`src/design/scm_regs.vh`:
```
// Register map, field layout and reset constants for the clock, reset and sleep manager
`ifndef SCM_REGS_VH
`define SCM_REGS_VH

`define SCM_ADDR_W        8
`define SCM_CTRL          8'h00
`define SCM_SLEEP         8'h01
`define SCM_CPU_CLOCK_SELECT        8'h08
`define SCM_APBASEL       8'h09
`define SCM_APBBSEL       8'h0A
`define SCM_APBCSEL       8'h0B
`define SCM_IRQ_ENABLE_CLEAR      8'h0C
`define SCM_IRQ_ENABLE_SET      8'h0D
`define SCM_IRQ_FLAG_REG       8'h0E
`define SCM_RESET_CAUSE_REG        8'h0F
`define SCM_AHB_GATE_MASK       8'h14
`define SCM_APBAMASK      8'h18
`define SCM_APBBMASK      8'h1C
`define SCM_APBCMASK      8'h20

`define SCM_DIV_W         3
`define SCM_PRE_W         7
`define SCM_PRE_ALIGN     7'h7F
`define SCM_DIV_RST       3'h0
`define SCM_IDLE_W        2
`define SCM_IDLE_CPU      2'h0
`define SCM_IDLE_AHB      2'h1
`define SCM_IDLE_RST      2'h0
`define SCM_CLOCK_READY_FLAG_BIT     0
`define SCM_OWN_GATE_BIT  1

`define SCM_CAUSE_W       7
`define SCM_CAUSE_POR     7'h01
`define SCM_CAUSE_POR_BIT 0
`define SCM_CAUSE_SPARE   3
`define SCM_CAUSE_CBOD    1
`define SCM_CAUSE_IOBOD   2
`define SCM_CAUSE_EXT     4
`define SCM_CAUSE_WDT     5
`define SCM_CAUSE_SOFT    6

`define SCM_AHB_GATE_MASK_RST   32'h0000007F
`define SCM_APBAMASK_RST  32'h0000007F
`define SCM_APBBMASK_RST  32'h0000007F
`define SCM_APBCMASK_RST  32'h00010000

`endif

```
`src/design/scm_clock_manager.v`:
```
// Clock divider, clock gating, reset cause and sleep control for the manager
//
// Design decisions made here: the register addresses and the plain strobed port.
`timescale 1ns/1ps
`default_nettype none
`include "scm_regs.vh"

module scm_clock_manager #(
	parameter AHB_W  = 7,
	parameter APBA_W = 7,
	parameter APBB_W = 7,
	parameter APBC_W = 17
) (
	input  wire                   CLOCK,
	input  wire                   RST_N,
	input  wire [`SCM_ADDR_W-1:0] ADDR,
	input  wire [31:0]            WDATA,
	input  wire                   WR,
	input  wire                   RD,
	output reg  [31:0]            RDATA,
	input  wire                   WRITE_PROTECT,
	input  wire                   DEBUG_ACCESS,
	input  wire                   POR_RESET,
	input  wire                   CORE_BROWNOUT_RESET,
	input  wire                   IO_BROWNOUT_RESET,
	input  wire                   EXT_RESET_N,
	input  wire                   WDT_RESET,
	input  wire                   SOFTWARE_RESET_REQUEST,
	input  wire                   WAIT_FOR_IRQ_INSTR,
	input  wire                   DEEP_SLEEP_SELECT,
	input  wire                   WAKE_REQUEST,
	input  wire                   DEBUGGER_ATTACHED,
	output wire                   CPU_CLK_EN,
	output wire                   AHB_CLK_EN,
	output wire                   APBA_CLK_EN,
	output wire                   APBB_CLK_EN,
	output wire                   APBC_CLK_EN,
	output wire [AHB_W-1:0]       AHB_GATE_EN,
	output wire [APBA_W-1:0]      APBA_GATE_EN,
	output wire [APBB_W-1:0]      APBB_GATE_EN,
	output wire [APBC_W-1:0]      APBC_GATE_EN,
	output wire                   CLOCK_READY,
	output wire                   IRQ,
	output reg                    POWER_RESET_N,
	output reg                    SYS_RESET_N,
	output reg                    SLEEP_IDLE,
	output reg                    SLEEP_STANDBY,
	output reg                    REGULATOR_LOW_POWER
);

	localparam ST_ACTIVE  = 2'h0;
	localparam ST_IDLE    = 2'h1;
	localparam ST_STANDBY = 2'h2;

	// Mask reset words cut to the configured widths on purpose
	localparam [31:0]       AHB_RST_W  = `SCM_AHB_GATE_MASK_RST;
	localparam [31:0]       APBA_RST_W = `SCM_APBAMASK_RST;
	localparam [31:0]       APBB_RST_W = `SCM_APBBMASK_RST;
	localparam [31:0]       APBC_RST_W = `SCM_APBCMASK_RST;
	localparam [AHB_W-1:0]  AHB_RST    = AHB_RST_W[AHB_W-1:0];
	localparam [APBA_W-1:0] APBA_RST   = APBA_RST_W[APBA_W-1:0];
	localparam [APBB_W-1:0] APBB_RST   = APBB_RST_W[APBB_W-1:0];
	localparam [APBC_W-1:0] APBC_RST   = APBC_RST_W[APBC_W-1:0];

	// True on the last main cycle of each divided period
	function tap_en;
		input [`SCM_PRE_W-1:0] cnt;
		input [`SCM_DIV_W-1:0] div;
		reg   [`SCM_PRE_W-1:0] m;
		begin
			m = ~({`SCM_PRE_W{1'b1}} << div);
			tap_en = ((cnt & m) == m);
		end
	endfunction

	// Write aimed at one register offset
	function wr_at;
		input                   ok;
		input [`SCM_ADDR_W-1:0] a;
		input [`SCM_ADDR_W-1:0] t;
		begin
			wr_at = ok && (a == t);
		end
	endfunction

	// Offsets of the four clock select registers
	function in_sel;
		input [`SCM_ADDR_W-1:0] a;
		begin
			in_sel = (a >= `SCM_CPU_CLOCK_SELECT) && (a <= `SCM_APBCSEL);
		end
	endfunction

	reg [`SCM_PRE_W-1:0]  pre_q;
	reg [`SCM_DIV_W-1:0]  cpu_div_q;
	reg [`SCM_DIV_W-1:0]  apba_div_q;
	reg [`SCM_DIV_W-1:0]  apbb_div_q;
	reg [`SCM_DIV_W-1:0]  apbc_div_q;
	reg [`SCM_DIV_W-1:0]  cpu_new_q;
	reg [`SCM_DIV_W-1:0]  apba_new_q;
	reg [`SCM_DIV_W-1:0]  apbb_new_q;
	reg [`SCM_DIV_W-1:0]  apbc_new_q;
	reg                   pend_q;
	reg                   clock_ready_flag_q;
	reg                   irq_en_q;
	reg [`SCM_IDLE_W-1:0] idle_q;
	reg [AHB_W-1:0]       ahb_mask_q;
	reg [APBA_W-1:0]      apba_mask_q;
	reg [APBB_W-1:0]      apbb_mask_q;
	reg [APBC_W-1:0]      apbc_mask_q;
	reg [`SCM_CAUSE_W-1:0] cause_q;
	reg [1:0]             state_q;
	reg [1:0]             state_d;

	wire [`SCM_CAUSE_W-1:0] src;
	wire power_src;
	wire any_src;
	wire align;
	wire reach;
	wire wr_ok;
	wire wr_prot_ok;
	wire apply;
	wire sleeping;
	wire sel_write;
	wire run_cpu;
	wire run_ahb;
	wire run_apb;

	// Power and user sources gathered into cause bit positions
	assign src[`SCM_CAUSE_POR_BIT] = POR_RESET;
	assign src[`SCM_CAUSE_CBOD]  = CORE_BROWNOUT_RESET;
	assign src[`SCM_CAUSE_IOBOD] = IO_BROWNOUT_RESET;
	assign src[`SCM_CAUSE_SPARE] = 1'b0;
	assign src[`SCM_CAUSE_EXT]   = ~EXT_RESET_N;
	assign src[`SCM_CAUSE_WDT]   = WDT_RESET;
	assign src[`SCM_CAUSE_SOFT]  = SOFTWARE_RESET_REQUEST;
	assign power_src = |src[`SCM_CAUSE_IOBOD:0];
	assign any_src   = |src;

	// Own bus clock gate off makes every register unreachable
	assign reach      = apba_mask_q[`SCM_OWN_GATE_BIT];
	assign wr_ok      = WR & reach;
	// Debugger writes bypass the guard
	assign wr_prot_ok = wr_ok & (~WRITE_PROTECT | DEBUG_ACCESS);

	// Common aligned edge: all taps end a period together
	assign align = (pre_q == `SCM_PRE_ALIGN);
	assign apply = pend_q & align;
	// Any accepted select write restarts the ready handshake
	assign sel_write = wr_prot_ok & in_sel(ADDR);

	// Free-running shared prescaler, never reset by device sources
	always @(posedge CLOCK or negedge RST_N) begin
		if (!RST_N) begin
			pre_q <= {`SCM_PRE_W{1'b0}};
		end else begin
			pre_q <= pre_q + 1'b1;
		end
	end

	// Divide settings: staged on write, applied together at alignment
	always @(posedge CLOCK or negedge RST_N) begin
		if (!RST_N) begin
			cpu_div_q  <= `SCM_DIV_RST;
			apba_div_q <= `SCM_DIV_RST;
			apbb_div_q <= `SCM_DIV_RST;
			apbc_div_q <= `SCM_DIV_RST;
			cpu_new_q  <= `SCM_DIV_RST;
			apba_new_q <= `SCM_DIV_RST;
			apbb_new_q <= `SCM_DIV_RST;
			apbc_new_q <= `SCM_DIV_RST;
			pend_q     <= 1'b0;
			clock_ready_flag_q    <= 1'b1;
		end else if (any_src) begin
			cpu_div_q  <= `SCM_DIV_RST;
			apba_div_q <= `SCM_DIV_RST;
			apbb_div_q <= `SCM_DIV_RST;
			apbc_div_q <= `SCM_DIV_RST;
			cpu_new_q  <= `SCM_DIV_RST;
			apba_new_q <= `SCM_DIV_RST;
			apbb_new_q <= `SCM_DIV_RST;
			apbc_new_q <= `SCM_DIV_RST;
			pend_q     <= 1'b0;
			clock_ready_flag_q    <= 1'b1;
		end else begin
			// Unwritten domains keep their staged value
			if (wr_at(wr_prot_ok, ADDR, `SCM_CPU_CLOCK_SELECT))
				cpu_new_q <= WDATA[`SCM_DIV_W-1:0];
			if (wr_at(wr_prot_ok, ADDR, `SCM_APBASEL))
				apba_new_q <= WDATA[`SCM_DIV_W-1:0];
			if (wr_at(wr_prot_ok, ADDR, `SCM_APBBSEL))
				apbb_new_q <= WDATA[`SCM_DIV_W-1:0];
			if (wr_at(wr_prot_ok, ADDR, `SCM_APBCSEL))
				apbc_new_q <= WDATA[`SCM_DIV_W-1:0];
			if (sel_write) begin
				pend_q  <= 1'b1;
				clock_ready_flag_q <= 1'b0;
			end else if (apply) begin
				cpu_div_q  <= cpu_new_q;
				apba_div_q <= apba_new_q;
				apbb_div_q <= apbb_new_q;
				apbc_div_q <= apbc_new_q;
				pend_q     <= 1'b0;
				clock_ready_flag_q    <= 1'b1;
			end
		end
	end

	// Clock ready interrupt flag and enable; a set beats a clear write, a select write beats a set
	reg irq_flag_q;
	always @(posedge CLOCK or negedge RST_N) begin
		if (!RST_N) begin
			irq_flag_q <= 1'b0;
			irq_en_q   <= 1'b0;
		end else if (any_src) begin
			irq_flag_q <= 1'b0;
			irq_en_q   <= 1'b0;
		end else begin
			// Flag reads zero while a new setting waits, so no stale request
			if (apply && !sel_write)
				irq_flag_q <= 1'b1;
			else if (sel_write)
				irq_flag_q <= 1'b0;
			else if (wr_at(wr_ok, ADDR, `SCM_IRQ_FLAG_REG) && WDATA[`SCM_CLOCK_READY_FLAG_BIT])
				irq_flag_q <= 1'b0;
			if (wr_at(wr_prot_ok, ADDR, `SCM_IRQ_ENABLE_SET) && WDATA[`SCM_CLOCK_READY_FLAG_BIT])
				irq_en_q <= 1'b1;
			else if (wr_at(wr_prot_ok, ADDR, `SCM_IRQ_ENABLE_CLEAR) && WDATA[`SCM_CLOCK_READY_FLAG_BIT])
				irq_en_q <= 1'b0;
		end
	end
	assign IRQ         = irq_flag_q & irq_en_q;
	assign CLOCK_READY = clock_ready_flag_q;

	// Sleep level and peripheral clock masks
	always @(posedge CLOCK or negedge RST_N) begin
		if (!RST_N) begin
			idle_q      <= `SCM_IDLE_RST;
			ahb_mask_q  <= AHB_RST;
			apba_mask_q <= APBA_RST;
			apbb_mask_q <= APBB_RST;
			apbc_mask_q <= APBC_RST;
		end else if (any_src) begin
			idle_q      <= `SCM_IDLE_RST;
			ahb_mask_q  <= AHB_RST;
			apba_mask_q <= APBA_RST;
			apbb_mask_q <= APBB_RST;
			apbc_mask_q <= APBC_RST;
		end else if (wr_prot_ok) begin
			case (ADDR)
				`SCM_SLEEP:    idle_q      <= WDATA[`SCM_IDLE_W-1:0];
				`SCM_AHB_GATE_MASK:  ahb_mask_q  <= WDATA[AHB_W-1:0];
				`SCM_APBAMASK: apba_mask_q <= WDATA[APBA_W-1:0];
				`SCM_APBBMASK: apbb_mask_q <= WDATA[APBB_W-1:0];
				`SCM_APBCMASK: apbc_mask_q <= WDATA[APBC_W-1:0];
				default:       idle_q      <= idle_q;
			endcase
		end
	end

	// Latest reset source, replaced on every user reset as well
	always @(posedge CLOCK or negedge RST_N) begin
		if (!RST_N) begin
			cause_q <= `SCM_CAUSE_POR;
		end else if (any_src) begin
			cause_q <= src;
		end
	end

	// Device reset outputs, registered to avoid glitches
	always @(posedge CLOCK or negedge RST_N) begin
		if (!RST_N) begin
			POWER_RESET_N <= 1'b0;
			SYS_RESET_N   <= 1'b0;
		end else begin
			POWER_RESET_N <= ~power_src;
			SYS_RESET_N   <= ~any_src;
		end
	end

	// Sleep controller
	always @* begin
		state_d = state_q;
		case (state_q)
			ST_ACTIVE:
				if (WAIT_FOR_IRQ_INSTR)
					state_d = DEEP_SLEEP_SELECT ? ST_STANDBY : ST_IDLE;
			ST_IDLE:
				if (WAKE_REQUEST)
					state_d = ST_ACTIVE;
			ST_STANDBY:
				if (WAKE_REQUEST)
					state_d = ST_ACTIVE;
			// Spare code falls back to running
			default:
				state_d = ST_ACTIVE;
		endcase
	end

	always @(posedge CLOCK or negedge RST_N) begin
		if (!RST_N) begin
			state_q             <= ST_ACTIVE;
			SLEEP_IDLE          <= 1'b0;
			SLEEP_STANDBY       <= 1'b0;
			REGULATOR_LOW_POWER <= 1'b0;
		end else if (any_src) begin
			state_q             <= ST_ACTIVE;
			SLEEP_IDLE          <= 1'b0;
			SLEEP_STANDBY       <= 1'b0;
			REGULATOR_LOW_POWER <= 1'b0;
		end else begin
			state_q             <= state_d;
			SLEEP_IDLE          <= (state_d == ST_IDLE);
			SLEEP_STANDBY       <= (state_d == ST_STANDBY);
			REGULATOR_LOW_POWER <= (state_d == ST_STANDBY);
		end
	end

	// Domain run decisions; a debugger keeps every clock alive in sleep
	assign sleeping = (state_q != ST_ACTIVE) & ~DEBUGGER_ATTACHED;
	assign run_cpu  = ~sleeping;
	assign run_ahb  = ~sleeping |
		(state_q == ST_IDLE && idle_q == `SCM_IDLE_CPU);
	// Reserved level three behaves like level two
	assign run_apb  = ~sleeping |
		(state_q == ST_IDLE &&
		 (idle_q == `SCM_IDLE_CPU || idle_q == `SCM_IDLE_AHB));

	// Root clock enables: one-cycle pulses at the divided rate
	assign CPU_CLK_EN  = run_cpu & tap_en(pre_q, cpu_div_q);
	assign AHB_CLK_EN  = run_ahb & tap_en(pre_q, cpu_div_q);
	assign APBA_CLK_EN = run_apb & tap_en(pre_q, apba_div_q);
	assign APBB_CLK_EN = run_apb & tap_en(pre_q, apbb_div_q);
	assign APBC_CLK_EN = run_apb & tap_en(pre_q, apbc_div_q);

	// A cleared bit also tells the module its registers are unreachable
	assign AHB_GATE_EN  = {AHB_W{AHB_CLK_EN}} & ahb_mask_q;
	assign APBA_GATE_EN = {APBA_W{APBA_CLK_EN}} & apba_mask_q;
	assign APBB_GATE_EN = {APBB_W{APBB_CLK_EN}} & apbb_mask_q;
	assign APBC_GATE_EN = {APBC_W{APBC_CLK_EN}} & apbc_mask_q;

	// Read port, data one cycle after the strobe; zero when unreachable
	always @(posedge CLOCK or negedge RST_N) begin
		if (!RST_N) begin
			RDATA <= 32'h00000000;
		end else begin
			RDATA <= 32'h00000000;
			if (RD && reach) begin
				case (ADDR)
					// Control register has no fields
					`SCM_CTRL:     RDATA <= 32'h00000000;
					`SCM_SLEEP:    RDATA[`SCM_IDLE_W-1:0] <= idle_q;
					`SCM_CPU_CLOCK_SELECT:   RDATA[`SCM_DIV_W-1:0]  <= cpu_new_q;
					`SCM_APBASEL:  RDATA[`SCM_DIV_W-1:0]  <= apba_new_q;
					`SCM_APBBSEL:  RDATA[`SCM_DIV_W-1:0]  <= apbb_new_q;
					`SCM_APBCSEL:  RDATA[`SCM_DIV_W-1:0]  <= apbc_new_q;
					`SCM_IRQ_ENABLE_CLEAR: RDATA[`SCM_CLOCK_READY_FLAG_BIT]  <= irq_en_q;
					`SCM_IRQ_ENABLE_SET: RDATA[`SCM_CLOCK_READY_FLAG_BIT]  <= irq_en_q;
					`SCM_IRQ_FLAG_REG:  RDATA[`SCM_CLOCK_READY_FLAG_BIT]  <= irq_flag_q;
					`SCM_RESET_CAUSE_REG:   RDATA[`SCM_CAUSE_W-1:0] <= cause_q;
					`SCM_AHB_GATE_MASK:  RDATA[AHB_W-1:0]  <= ahb_mask_q;
					`SCM_APBAMASK: RDATA[APBA_W-1:0] <= apba_mask_q;
					`SCM_APBBMASK: RDATA[APBB_W-1:0] <= apbb_mask_q;
					`SCM_APBCMASK: RDATA[APBC_W-1:0] <= apbc_mask_q;
					default:       RDATA <= 32'h00000000;
				endcase
			end
		end
	end

endmodule
`default_nettype wire

```
`config.mk`:
```
export PLATFORM = sky130hd
export DESIGN_NAME = scm_clock_manager
export DESIGN_NICKNAME = d
export VERILOG_FILES = /design/src/design/scm_clock_manager.v
export VERILOG_INCLUDE_DIRS = /design/src /design/src/design
export SDC_FILE = /design/constraint.sdc
export NUM_CORES = 1
export LEC_CHECK = 0
export BUFFER_PORTS_ARGS = -buffer_cell sky130_fd_sc_hd__buf_4
export CAP_MARGIN = 20
export CELL_PAD_IN_SITES_DETAIL_PLACEMENT = 1
export CELL_PAD_IN_SITES_GLOBAL_PLACEMENT = 1
export CORE_MARGIN = 2
export CORE_UTILIZATION = 44
export DETAILED_ROUTE_END_ITERATION = 8
export PLACE_DENSITY = 0.93
export SKIP_CTS_REPAIR_TIMING = 1
export SKIP_LAST_GASP = 1
export SLEW_MARGIN = 20
export SYNTH_ARGS = -nofsm -noshare
export SYNTH_HDL_FRONTEND = slang
export SYNTH_SLANG_ARGS = --single-unit
export TNS_END_PERCENT = 20
```
`constraint.sdc`:
```
create_clock -name CLOCK -period 5.6 [get_ports CLOCK]
set_input_delay 1.12 -clock CLOCK [delete_from_list [all_inputs] [get_ports CLOCK]]
set_output_delay 1.12 -clock CLOCK [all_outputs]
set_load 0.005 [all_outputs]
```
==> results of run 1 <==
[power by group]
part	internal (mW)	switching [mW]	total, mW
combinational	0.0323	0.0568	0.0891
sequential	0.755	0.00217	0.757
clock	0.352	0.296	0.648
total	1.14	0.355	1.49
[synth_stat cells, drive strengths merged (10+ instances only)]
cell	n	area, um^2
a22o	28	245.2
a21oi	20	100.1
mux2i	25	250.2
nand3	16	80.08
and2	50	312.8
clkbuf	18	68.81
dfstp	24	630.6
nand2b	11	68.82
inv	13	48.80
dfrtp	80	2002
o21ai	13	65.06
nor2	30	120.1
nand2	48	180.2
buf	26	173.9
a32o	10	100.1
[worst register-to-register path: stages, from the launching register on]
cell,delay [ns]
dfstp_2,0.63
nand2_1,0.17
nor4b_2,0.87
nand2b_1,0.30
nor2_1,0.22
a22o_1,0.25
[per-layer routing]
layer	track usage, %	vias to the layer above	share of wire (%)
met5	0	-	0
met2	45.62	178	52
met4	12.85	0	4.4
li1	-	1900	-
met1	30.48	2170	39
met3	4.320	55	5.1
[cells by family (layout without fill, tap and decap cells)]
family | count (synthesis) | after routing | share of synthesized area, %
muxes | 31 | 31 | 6.586
buffers and inverters | 57 | 140 | 5.641
DFF | 104 | 104 | 50.94
and+or+nand+nor | 187 | 187 | 19.56
AOI/OAI and AO/OA | 106 | 106 | 15.38
adders and majority gates | 4 | 4 | 0.9686
xor gates and xnor gates | 5 | 5 | 0.8476
other | 1 | 15 | 0.07257
[registers in the layout, indices dropped and copies added, names as in the netlist, 6 cells and up]
register and cells:
RDATA 17, ahb_mask_q 7, apba_mask_q 7, apbb_mask_q 7
apbc_mask_q 17, cause_q 6, pre_q 7
[cells in the final DEF (no fill, tap or decap), types with 6 or more instances in the layout]
cell type    n
nor2_1      27
a22o_1      28
inv_1       13
mux2i_1     25
a22oi_1      6
dfstp_2     24
dfrtp_1     80
buf_4      111
conb_1      15
a21oi_1     20
o21ai_0     13
a32o_1      10
nand3_1     16
clkbuf_16    9
nand2b_1    11
and2_1      50
nand2_1     48
[final timing paths]
| kind | start | to | slack (ns) | cells past startpoint |
|---|---|---|---|---|
| max reg2reg | apba_mask_q[1] | apbb_div_q[2] | 3.03 | 5 |
| min | cause_q[1] | cause_q[1] | 0.49 | 1 |
| min in group asynchronous | RST_N | apbc_mask_q[3] | 0.87 | 1 |
| min reg2reg | cause_q[1] | cause_q[1] | 0.49 | 1 |
| max in group asynchronous | RST_N | apbc_mask_q[16] | 3.70 | 2 |
| max | DEBUGGER_ATTACHED | APBC_GATE_EN[3] | 1.91 | 6 |
[layout make-up]
cell class	instances	area share, %
tap	143	2.840
inverter	13	0.7746
clock buffer	11	3.694
sequential	104	41.79
timing repair buffer	111	13.23
clock inverter	5	1.033
multi-input combinational	348	36.64
==> key figures, run 1 <==
Routing
  • DR WL/cell: 21.59 um
  • DRT Wirelength: 15.87 mm
  • DR DRC count: 0
  • DR iter-0 viols: 280
  • Vias after detailed routing: 4303
  • Vias per inst: around 6
  • Final ANT Viol Nets: 0
  • TritonRoute pass-1 iters: 4

Logic synthesis
  • Synth warn: 0
  • Main flop type after synthesis: dfrtp_1
  • Sequential area share after synthesis: roughly half
  • FF+latch count, synth: 104
  • Post-synth EDFFs: 0
  • Post-Syn Instances: ~500
  • Synth cell types: 57
  • Async S/R FF share, synth: 100.0%
  • Syn Std Cell Area: between 5000 and 6000 um^2
  • Syn Area/Cell: around 10 um^2

Die
  • Die height: 112.4 um
  • FP Rows: 39
  • Full die area: around 13000 um^2
  • Initial core utilization: between 40% and 50%
  • Die width: about 110 um
  • Core box area: around 11000 um^2
  • # IOs: around 140

Worst hold path
  • Hold Crit Class: register to register

Timing
  • Final hold vios: 0
  • Final setup violation count: 0
  • F_max: between 200 and 300 MHz
  • Setup slack after layout: around 1.9 ns
  • Hold Worst Slack: between 0.4 and 0.5 ns
  • Worst clock skew: roughly 0.009 ns
  • Max Slew Vio Count: 0
  • RSZ-0062 raised after global routing: no
  • Setup TNS: 0 ns
  • Tcrit/Tclk final: 65.83%
  • Measured slew at the worst slew-check pin: ~1.1 ns
  • Final min period: about 3.7 ns
  • Slew HR: 27.66%

GRT
  • Largest net degree at the start of global routing: 67
  • GR Overflow Total: 0
  • First-pass GRT wire length: roughly 25 mm
  • Number of global-route vias before repair: 4736
  • Initial antenna violation count: 0
  • Gr usage total: around a quarter

Worst setup path
  • CP most frequent cell: buf_4
  • Max stage delay cell, worst path: nor3_1
  • Crit-path max cell delay: between 0.4 and 0.5 ns
  • Worst Setup Path Type: primary input to output pin
  • WP data required: roughly 4.5 ns
  • Crit-path max FO: 18
  • Worst Setup End Kind: output pin
  • Critical path's top delay family: simple AND/OR/NAND/NOR gates
  • WP data arrival: between 2 and 3 ns
  • CP cell instances: buf_4 -> nor3_1 -> a31oi_1 -> and3_1 -> and2_1 -> buf_4
  • Critical Path Source Type: primary input
  • Worst Path Buf+Inv: 2

Cells and area
  • FF+latch area: roughly 2600 um^2
  • Final core occ: between 50% and 60%
  • Diodes inserted: 0
  • Non-Filler Instances: between 700 and 800
  • # nets final: around 650
  • Area of the multi-input gates: ~2300 um^2
  • Area Overhead vs Synth: 21.91%
  • Layout fillers: 1271
  • Layout cells sized above 1: about 28%
  • Final instance area: roughly 6300 um^2

Clocking
  • CTS Root Cell: clkbuf_16
  • Clk pin slew, worst setup/hold paths: about 0.07 ns
  • CTS tree: built
  • Total CTS buffers: 9
  • Clock Latency Late Sink: approximately 0.35 ns
  • Clock Tree Buf Depth: 2
  • H-tree depth: 3
  • Clk sinks: roughly 100

Placed design
  • Post-DP Area: between 5000 and 6000 um^2
  • Worst slack at placement: approximately 1.8 ns
  • Dpl cells: a little over 700
  • Final HPWL DP: approximately 11 mm
  • Port Buffers: between 100 and 150
  • RD Place Congestion: ~0.92

Pwr
  • Pleak: a little under 3 nW
  • Power Total: 1.493 mW
  • Maximum vdd drop: roughly 0.14 mV
  • Power Density: between 200 and 250 nW/um^2

Status
  • Status: finished, final reports clean

Job
  • Max_cap viols: 0
Note: power is estimated with default switching activity, not from simulation.
==> run 2: changes to the inputs <==
--- a/config.mk
+++ b/config.mk
@@ -11,9 +11,9 @@
 export CELL_PAD_IN_SITES_DETAIL_PLACEMENT = 1
 export CELL_PAD_IN_SITES_GLOBAL_PLACEMENT = 1
 export CORE_MARGIN = 2
-export CORE_UTILIZATION = 44
+export CORE_UTILIZATION = 40
 export DETAILED_ROUTE_END_ITERATION = 8
-export PLACE_DENSITY = 0.93
+export PLACE_DENSITY = 0.86
 export SKIP_CTS_REPAIR_TIMING = 1
 export SKIP_LAST_GASP = 1
 export SLEW_MARGIN = 20
==> constraint.sdc (replaced) <==
create_clock -name CLOCK -period 3.9 [get_ports CLOCK]
set_input_delay 0.78 -clock CLOCK [delete_from_list [all_inputs] [get_ports CLOCK]]
set_output_delay 0.78 -clock CLOCK [all_outputs]
set_load 0.005 [all_outputs]
==> key figures, run 2 (same netlist as run 1, synthesis figures left out) <==
Pwr
  • Clock network fraction of design power: a little under half
  • Switching share of power: about a quarter
  • Seq pwr share: just under 50%
  • Power share of the combinational group: between 5 and 6%
  • Internal Power: 1.700 mW
  • Maximum vdd drop: approximately 0.20 mV
  • Net switching power: approximately 0.52 mW
  • Pleak: between 2 and 3 nW
  • Power Density: approximately 350 nW/um^2
  • Power Total: approximately 2.2 mW

Timing
  • Slew HR: between 30% and 40%
  • Tcrit/Tclk final: 85.68%
  • Measured slew at the worst slew-check pin: between 0.9 and 1 ns
  • Setup TNS: 0 ns
  • Final hold vios: 0
  • Worst clock skew: between 0.01 and 0.015 ns
  • F_max: about 300 MHz
  • Final setup violation count: 0
  • Hold Worst Slack: about 0.49 ns
  • Final min period: roughly 3.3 ns
  • Max Slew Vio Count: 0
  • RSZ-0062 raised after global routing: no

Routing
  • DR iter-0 viols: roughly 240
  • Vias per inst: around 5.5
  • DRT Wirelength: 16.12 mm
  • Vias after detailed routing: roughly 4200
  • DR WL/cell: ~21 um
  • Final ANT Viol Nets: 0
  • TritonRoute pass-1 iters: 4
  • DR DRC count: 0

Clocking
  • Clk sinks: 104
  • Total CTS buffers: 9
  • Clock Latency Late Sink: 0.36 ns
  • H-tree depth: 3
  • Clk pin slew, worst setup/hold paths: about 0.070 ns
  • CTS Root Cell: clkbuf_16
  • CTS tree: built
  • Clock Tree Buf Depth: 2

Worst setup path
  • Crit path depth: 7
  • CP cell instances: inv_1 -> ha_1 -> nor3_1 -> a31oi_1 -> and3_1 -> and2_1 -> buf_4
  • Worst Path Buf+Inv: 2
  • Crit-path max cell delay: 0.55 ns
  • R2R depth: 5
  • Worst Setup End Kind: output pin
  • WP data required: between 3 and 4 ns
  • Crit. Startpoint: state_q[1]
  • Critical Path Source Type: register
  • Max stage delay cell, worst path: nor3_1
  • Reg-to-reg endpoint: ahb_mask_q[6]
  • Crit-path max FO: 18
  • Worst r2r src: apba_mask_q[1]
  • Reg-to-reg setup timing slack: between 1.5 and 2 ns
  • Crit path capture: APBC_GATE_EN[10]
  • Worst Setup Path Type: register to output pin
  • WP data arrival: roughly 2.6 ns
  • Critical path's top delay family: simple AND/OR/NAND/NOR gates

Die
  • # IOs: approximately 140
  • FP Rows: 41
  • Core box area: around 13000 um^2
  • Full die area: 13840 um^2
  • Die width: 117.7 um
  • Initial core utilization: roughly two fifths
  • Die height: 117.7 um

GRT
  • GR Overflow Total: 0
  • Number of global-route vias before repair: approximately 4600
  • Initial antenna violation count: 0
  • First-pass GRT wire length: about 26 mm
  • Largest net degree at the start of global routing: 74
  • Gr usage total: between 20% and 30%

Cells and area
  • Diodes inserted: 0
  • Most common cell after layout, fill and taps aside: buf_4
  • Area Overhead vs Synth: 23.68%
  • Largest regs: RDATA (17), apbc_mask_q (17)
  • Most frequent cells in the layout: buf_4 (117), dfrtp_1 (80), and2_1 (50), nand2_1 (48), a22o_1 (28)
  • Layout cells sized above 1: 29.10%
  • Final core occ: between 50% and 60%
  • # nets final: between 600 and 700

Job
  • Max_cap viols: 0

Worst hold path
  • Hold Crit Class: register to register

Placed design
  • Port Buffers: 107
  • Final HPWL DP: around 11 mm
  • RD Place Congestion: just over 0.9

Status
  • Status: finished, final reports clean
run 2: worst min-delay path by stage:
stage	startpoint	endpoint	depth (start not counted)
global placement	cause_q[6]	cause_q[6]	1
finish	CLOCK_READY	CLOCK_READY	2
floorplan	cause_q[4]	cause_q[4]	2
global route	cause_q[5]	cause_q[5]	1
CTS	CLOCK_READY	CLOCK_READY	2
detailed placement	cause_q[6]	cause_q[6]	1
run 2: final cells by class:
class	instances	area, um^2
multi-input combinational	348	2296
fill	1444	6228
sequential	104	2633
clock inverter	6	91.34
timing repair buffer	117	878.3
inverter	13	48.80
clock buffer	10	229.0
tap	172	215.2
run 2: power by group through the flow:
stage          sequential [mW]  combinational (mW)  clock, mW
5_1_grt                   1.09               0.140       1.05
4_1_cts                   1.09               0.129       1.02
2_1_floorplan             1.11              0.0577          0
3_5_place_dp              1.11               0.127          0
6_report                  1.09               0.129       1.00
3_3_place_gp              1.11               0.122          0
run 2: through the flow:
| stage | setup slack [ns] | std cells | cell area (um^2) |
|---|---|---|---|
| floorplan | 1.412 | 509 | 5220 |
| CTS | 0.5912 | 770 | 6391 |
| finish | 0.5586 | 770 | 6391 |
| detailed placement | 0.8874 | 754 | 6071 |
| global route | 0.3725 | 770 | 6391 |
| global placement | 0.9072 | 754 | 6071 |
run 2: per-layer routing:
metal / share of wire [%] / global-route usage [%]
met5: 0 / 0
met4: 2.4 / 8.735
met3: 5.3 / 4.845
met2: 53 / 43.24
met1: 40 / 28.07
run 2: worst register-to-register path, cell delays in order, from the launching register on:
cell	delay (ns)
dfstp_2	0.63
nand2_1	0.17
nor2_1	0.42
nand4b_1	0.62
mux2i_1	0.38
nand2_1	0.09
